$ cat config.mk
export PLATFORM = sky130hd
export DESIGN_NAME = pcbu_core
export DESIGN_NICKNAME = d
export VERILOG_FILES = /design/src/rtl/pcbu_pkg.sv /design/src/rtl/pcbu_target.sv /design/src/rtl/pcbu_core.sv
export VERILOG_INCLUDE_DIRS = /design/src /design/src/rtl
export SDC_FILE = /design/constraint.sdc
export NUM_CORES = 1
export LEC_CHECK = 0
export BUFFER_PORTS_ARGS = -buffer_cell sky130_fd_sc_hd__buf_2
export CAP_MARGIN = 25
export CORE_ASPECT_RATIO = 0.7
export CORE_MARGIN = 5
export CORE_UTILIZATION = 31
export DETAILED_ROUTE_END_ITERATION = 10
export SYNTH_ARGS = -nofsm -noshare
export SYNTH_HDL_FRONTEND = slang
export SYNTH_SLANG_ARGS = --single-unit
$ cat constraint.sdc
create_clock -name i_mclk -period 3.7 [get_ports i_mclk]
set_input_delay 0.185 -clock i_mclk [delete_from_list [all_inputs] [get_ports i_mclk]]
set_output_delay 0.185 -clock i_mclk [all_outputs]
set_load 0.01 [all_outputs]
$ cat src/rtl/pcbu_regs.svh
// Constants for the program counter branch unit
`ifndef PCBU_REGS_SVH
`define PCBU_REGS_SVH
`define PCBU_PC_W 16
`define PCBU_DISP_W 8
`define PCBU_DISP_SIGN 7
`define PCBU_LEN_W 3
`define PCBU_PC_RESET 16'h0000
`define PCBU_LEN_ZERO 3'h0
`endif

$ cat src/rtl/pcbu_pkg.sv
// Types shared by the program counter branch unit
package pcbu_pkg;
    typedef enum logic [1:0] {
        PCBU_OP_SEQ = 2'b00,
        PCBU_OP_REL = 2'b01,
        PCBU_OP_ABS_JMP = 2'b11,
        PCBU_OP_ABS_CALL = 2'b10
    } pcbu_op_t;

    typedef struct packed {
        pcbu_op_t op;
        logic cond_branch;
        logic cond_met;
        logic [2:0] length;
        logic [7:0] displacement;
        logic [15:0] target;
    } pcbu_instr_t;

    typedef enum logic [1:0] {
        PCBU_ST_RUN = 2'b00,
        PCBU_ST_REDIRECT = 2'b01
    } pcbu_state_t;
endpackage : pcbu_pkg

$ cat src/rtl/pcbu_target.sv
// Relative target adder with sign extension
`timescale 1ns/1ps
`default_nettype none
`include "pcbu_regs.svh"
module pcbu_target #(
    parameter int PC_W = `PCBU_PC_W,
    parameter int DISP_W = `PCBU_DISP_W
) (
    // Operands
    input wire logic [PC_W-1:0] i_next_pc,
    input wire logic [DISP_W-1:0] i_disp,
    // Result
    output logic [PC_W-1:0] o_target
);
    logic [PC_W-1:0] disp_ext;
    assign disp_ext = {{(PC_W-DISP_W){i_disp[`PCBU_DISP_SIGN]}}, i_disp};
    assign o_target = i_next_pc + disp_ext;
endmodule : pcbu_target
`default_nettype wire

$ cat src/rtl/pcbu_core.sv
// Program counter next-address and branch logic
//
// Notes on behaviour
// - Without a branch the counter advances by the instruction's byte count.
// - A taken branch loads the computed destination instead of the sequential value.
// - A relative target is the displacement added to the next instruction's address.
// - The displacement is signed with bit 7 as sign, reaching -128 to +127.
// - The displacement is sign-extended by filling upper bits with its sign.
// - The short jump and any satisfied conditional branch use the relative target.
// - Absolute call and jump copy the immediate address into the counter.
// - Absolute targets may be any location in the full address space.
`timescale 1ns/1ps
`default_nettype none
`include "pcbu_regs.svh"
module pcbu_core #(
    parameter int PC_W = `PCBU_PC_W,
    parameter logic [`PCBU_PC_W-1:0] RESET_PC = `PCBU_PC_RESET
) (
    // Clock and reset
    input wire logic i_mclk,
    input wire logic i_rst_n,
    input wire logic i_ce,
    // Decoder side
    input wire logic i_valid,
    input wire pcbu_pkg::pcbu_instr_t i_instr,
    // Fetch side
    output logic [PC_W-1:0] o_pc,
    output logic o_taken,
    output logic o_redirect,
    output logic o_call
);
    // ----------------------------------------------------------------
    // Next address
    // ----------------------------------------------------------------
    logic [PC_W-1:0] pc_r;
    logic [PC_W-1:0] pc_nxt;
    logic [PC_W-1:0] seq_pc;
    logic [PC_W-1:0] rel_target;
    logic take_rel;
    logic take_abs;
    pcbu_pkg::pcbu_state_t state_r;

    assign seq_pc = pc_r + {{(PC_W-`PCBU_LEN_W){1'b0}}, i_instr.length};

    pcbu_target #(
        .PC_W(PC_W),
        .DISP_W(`PCBU_DISP_W)
    ) u_target (
        .i_next_pc(seq_pc),
        .i_disp(i_instr.displacement),
        .o_target(rel_target)
    );

    assign take_rel = i_valid && (i_instr.op == pcbu_pkg::PCBU_OP_REL)
                      && (!i_instr.cond_branch || i_instr.cond_met);
    assign take_abs = i_valid && ((i_instr.op == pcbu_pkg::PCBU_OP_ABS_JMP)
                      || (i_instr.op == pcbu_pkg::PCBU_OP_ABS_CALL));

    always_comb begin
        pc_nxt = pc_r;
        if (take_abs) begin
            pc_nxt = i_instr.target;
        end else if (take_rel) begin
            pc_nxt = rel_target;
        end else if (i_valid) begin
            pc_nxt = seq_pc;
        end
    end

    // ----------------------------------------------------------------
    // State
    // ----------------------------------------------------------------
    // Counter only moves on a valid instruction so a stalled decoder holds it
    always_ff @(posedge i_mclk or negedge i_rst_n) begin
        if (!i_rst_n) begin
            pc_r <= RESET_PC;
        end else if (i_ce) begin
            pc_r <= pc_nxt;
        end
    end

    always_ff @(posedge i_mclk or negedge i_rst_n) begin
        if (!i_rst_n) begin
            state_r <= pcbu_pkg::PCBU_ST_RUN;
            o_call <= 1'b0;
        end else if (i_ce) begin
            o_call <= i_valid && (i_instr.op == pcbu_pkg::PCBU_OP_ABS_CALL);
            case (state_r)
                pcbu_pkg::PCBU_ST_RUN: begin
                    if (take_rel || take_abs) begin
                        state_r <= pcbu_pkg::PCBU_ST_REDIRECT;
                    end
                end
                pcbu_pkg::PCBU_ST_REDIRECT: begin
                    if (!(take_rel || take_abs)) begin
                        state_r <= pcbu_pkg::PCBU_ST_RUN;
                    end
                end
                default: begin
                    state_r <= pcbu_pkg::PCBU_ST_RUN;
                end
            endcase
        end
    end

    assign o_pc = pc_r;
    assign o_redirect = (state_r == pcbu_pkg::PCBU_ST_REDIRECT);
    // Combinational so fetch can squash the sequential prefetch in the same cycle
    assign o_taken = take_rel || take_abs;
endmodule : pcbu_core
`default_nettype wire

==> impl_metrics.py <==
metrics = {
    "run_status": {
        "run_status": "finished clean",
    },
    "route": {
        "antenna_left": 0,
        "avgRoutedWirePerCell_um": 16.1,
        "detail_route.vias_per_cell": 5.51,
        "dr_total_vias": 2283,
        "wl_um": 6670,
        "route.detailed.drc": 0,
        "first_pass_iters": 5,
        "drtIter0Drc": 146,
    },
    "die": {
        "initial_utilization_pct": 32.1,
        "core_area_um2": 6790,
        "floorplan.rows": 25,
        "top_level_ports": 54,
        "die_area_um2": 8830,
        "die_y_um": 80.1,
        "die_w_um": 110,
    },
    "timing": {
        "finalSetupViolCount": 0,
        "worst_clock_skew_ps": 2.31,
        "worst_slew_margin_rel_pct": 50.5,
        "timing.final.crit_share_pct": 88.7,
        "layout_min_cycle_time_ps": 3280,
        "drv_slew": 0,
        "setup_total_negative_slack_ps": 0,
        "achievable_clock_frequency_ghz": 0.305,
        "whs_ps": 174,
        "finalHoldViolCount": 0,
        "worstMarginPinSlew_ps": 740,
        "setup_repair_after_global_routing_missed_its_margin": "no",
    },
    "finish": {
        "syn2layout_area_growth_pct": 18.0,
        "seqCellArea_um2": 450,
        "final_layout_size_suffix_gt1_share_pct": 21.3,
        "antennaDiodeCount": 0,
        "layout.nets": 377,
        "fillers": 710,
        "multiInputGateArea_um2": 1630,
    },
    "clock_network": {
        "cts_sinks": 18,
        "cts_max_path_buffers": 2,
        "cts.htree.levels": 1,
        "tritoncts": "built",
        "clkTransAtPathRegs_ps": 70,
        "cts-buffers-inserted": 3,
        "cts.repair_timing.setup_buffer_count": 0,
        "worstSkewPairLatency_ps": 260,
        "cts_root_buffer": "sky130_fd_sc_hd__clkbuf_8",
    },
    "synthesis": {
        "synthArstFlopShare_pct": 100,
        "ys.warnings.count": 0,
        "synth.ff_latch_count": 18,
        "seq_area_frac_synth_pct": 20.7,
        "synth.cell_area_um2": 2180,
        "synth.area.top_cells": "sky130_fd_sc_hd__dfrtp_1 21%, sky130_fd_sc_hd__ha_1 11%, sky130_fd_sc_hd__a21oi_1 5.1%",
        "synth_most_common_cell": "sky130_fd_sc_hd__nand2_1",
        "synthDominantCellAreaShare_pct": 20.7,
        "synth_ff_type": "sky130_fd_sc_hd__dfrtp_1",
        "yosys.area.top_type": "sky130_fd_sc_hd__dfrtp_1",
        "ys_types": 54,
        "yosys-top-cells-count": "29 x sky130_fd_sc_hd__nand2_1, 22 x sky130_fd_sc_hd__a21oi_1, 20 x sky130_fd_sc_hd__nor2_1",
        "number_of_flops_mapped_to_enable_cells_by_yosys": 0,
        "postSynthNetCount": 329,
        "avgSynthCellArea_um2": 7.98,
        "synthCells": 273,
    },
    "grt": {
        "grt_max_degree": 21,
        "grt_pass1_wl_um": 10500,
        "grt_antenna_before_repair": 0,
        "grt_pass1_vias": 2060,
        "grt_remaining_overflow": 0,
        "grt_usage_pct": 14.7,
    },
    "power_and_ir_drop": {
        "worst_ir_drop_vdd_mv": 0.146,
        "static-leakage-power_uw": 0.00117,
        "power.density_cell_area_nw_per_um2": 448,
    },
    "critical_path": {
        "ff_to_ff_setup_slack_ps": 420,
        "critPathLaunchType": "flip-flop",
        "worst-setup-path-type": "flip-flop to flip-flop",
        "worstPathRequired_ps": 3840,
        "reg2regPathDepth": 13,
        "critPathCaptureType": "flip-flop",
        "critical_path_peak_fanout": 7,
        "rr_startpoint": "o_pc[0]$_DFFE_PN0P_",
        "timing.critical_path.arrival_ps": 3420,
        "rr_endpoint": "o_pc[15]$_DFFE_PN0P_",
    },
    "worst_hold_path": {
        "worstHoldPathCells": 2,
        "hold_path_startpoint": "i_ce",
        "hold-path-endpoint": "state_r[0]$_DFFE_PN0P_",
        "min-delay-path-class": "primary input to flip-flop",
    },
    "placed_design": {
        "gp_congestion": 0.920,
        "buffer_ports.inserted": 53,
        "post-dp-hpwl_um": 5320,
    },
    "flow_run": {
        "max_cap_violations": 0,
    },
}
-- through the flow --
stage	cells	worst slack [ps]	utilization, %	area [µm²]	total power, µW
after floorplan	273	619	-	2180	794
after global placement	409	517	36.9	2500	971
after detailed placement	409	453	36.9	2500	979
after CTS	414	421	37.9	2570	1150
after global routing	414	138	37.9	2570	1240
final	414	419	37.9	2570	1150
-- cell usage in the layout (no fill, tap or decap), types with 2 or more instances in the layout --
cell type                  netlist  final
sky130_fd_sc_hd__nand3b_1        3      3
sky130_fd_sc_hd__clkbuf_8        0      4
sky130_fd_sc_hd__o221ai_1        2      2
sky130_fd_sc_hd__nand3_1         8      8
sky130_fd_sc_hd__xnor2_1        11     11
sky130_fd_sc_hd__o21a_1          3      3
sky130_fd_sc_hd__a21oi_1        22     22
sky130_fd_sc_hd__and2_1          4      4
sky130_fd_sc_hd__inv_1           8      8
sky130_fd_sc_hd__and3_1          2      2
sky130_fd_sc_hd__o211ai_1        6      6
sky130_fd_sc_hd__nand4_1         7      7
sky130_fd_sc_hd__nor3_2          2      2
sky130_fd_sc_hd__or3_1           5      5
sky130_fd_sc_hd__buf_2           3     53
sky130_fd_sc_hd__o21bai_1        2      2
sky130_fd_sc_hd__nand2_1        29     29
sky130_fd_sc_hd__a221oi_1        2      2
sky130_fd_sc_hd__ha_1           19     19
sky130_fd_sc_hd__dfrtp_1        18     18
sky130_fd_sc_hd__o31ai_1         3      3
sky130_fd_sc_hd__a31oi_1         6      6
sky130_fd_sc_hd__fa_1            2      2
sky130_fd_sc_hd__nor3_1          2      2
sky130_fd_sc_hd__o211a_1         2      2
sky130_fd_sc_hd__and4_1          2      2
sky130_fd_sc_hd__xor2_1         11     11
sky130_fd_sc_hd__o21ai_0        17     17
sky130_fd_sc_hd__a21o_1          9      9
sky130_fd_sc_hd__nor2_1         20     20
sky130_fd_sc_hd__o21ai_1         4      4
sky130_fd_sc_hd__a211oi_1        6      6
sky130_fd_sc_hd__mux2i_1         5      5
-- how the worst max path moves through the flow --
| stage | depth (start not counted) | from | slack, ps | end |
|---|---|---|---|---|
| 6_report | 13 | o_pc[0]$_DFFE_PN0P_ | 420 | o_pc[15]$_DFFE_PN0P_ |
| 5_1_grt | 13 | o_pc[0]$_DFFE_PN0P_ | 140 | o_pc[15]$_DFFE_PN0P_ |
| 4_1_cts | 13 | o_pc[0]$_DFFE_PN0P_ | 420 | o_pc[15]$_DFFE_PN0P_ |
| 3_5_place_dp | 13 | o_pc[0]$_DFFE_PN0P_ | 450 | o_pc[15]$_DFFE_PN0P_ |
| 3_3_place_gp | 13 | o_pc[0]$_DFFE_PN0P_ | 520 | o_pc[15]$_DFFE_PN0P_ |
| 2_1_floorplan | 14 | o_pc[0]$_DFFE_PN0P_ | 620 | o_pc[15]$_DFFE_PN0P_ |
-- worst max-delay path, cell delays in order, from the launching register on --
cell	delay [ps]
sky130_fd_sc_hd__dfrtp_1	400
sky130_fd_sc_hd__ha_1	210
sky130_fd_sc_hd__fa_1	410
sky130_fd_sc_hd__a21o_1	220
sky130_fd_sc_hd__nand2_1	140
sky130_fd_sc_hd__nor2_1	80
sky130_fd_sc_hd__xnor2_1	220
sky130_fd_sc_hd__ha_1	360
sky130_fd_sc_hd__a21o_1	230
sky130_fd_sc_hd__a31o_1	240
sky130_fd_sc_hd__a221oi_1	270
sky130_fd_sc_hd__o211ai_1	160
sky130_fd_sc_hd__mux2i_1	170
sky130_fd_sc_hd__nor2_1	60
-- layer usage --
layer	part of all wire (%)	track usage [%]	vias to the layer above
met5	0	0	-
met3	10	2.41	4
met4	0.55	2.34	0
met1	50	22.7	1053
met2	39	21.6	111
li1	-	-	1115
-- where the power goes --
group / switching, µW / internal, µW / leakage [µW]
Clock: 72.2 / 94.7 / 0.0000288
Sequential: 51.1 / 233 / 0.000216
Combinational: 407 / 294 / 0.000929
Total: 531 / 622 / 0.00117
-- final cells by class --
| type | count | share of cell area, % |
|---|---|---|
| Multi-Input combinational cell | 235 | 63.6 |
| Sequential cell | 18 | 17.5 |
| Timing Repair Buffer | 55 | 11.0 |
| Tap cell | 94 | 4.58 |
| Clock buffer | 4 | 2.14 |
| Inverter | 8 | 1.17 |
-- timing repair --
item	in CTS	in global routing
hold buffers	1	0
endpoints found under the hold margin	18	0
resized for setup	0	0
-- sequential cells by signal (all words and copies together) (netlist names) --
register / flops
o_pc: 16
o_call: 1
state_r: 1
-- cell families after synthesis --
| family | after synthesis | share of synthesized area (%) |
|---|---|---|
| AOI/OAI and AO/OA | 96 | 30.0 |
| xor gates and xnor gates | 22 | 8.85 |
| adders and majority gates | 21 | 12.8 |
| buffers and inverters | 20 | 4.31 |
| DFF | 18 | 20.7 |
| muxes | 6 | 2.81 |
| and+or+nand+nor | 90 | 20.6 |
Power figures use the tool's default switching activity.
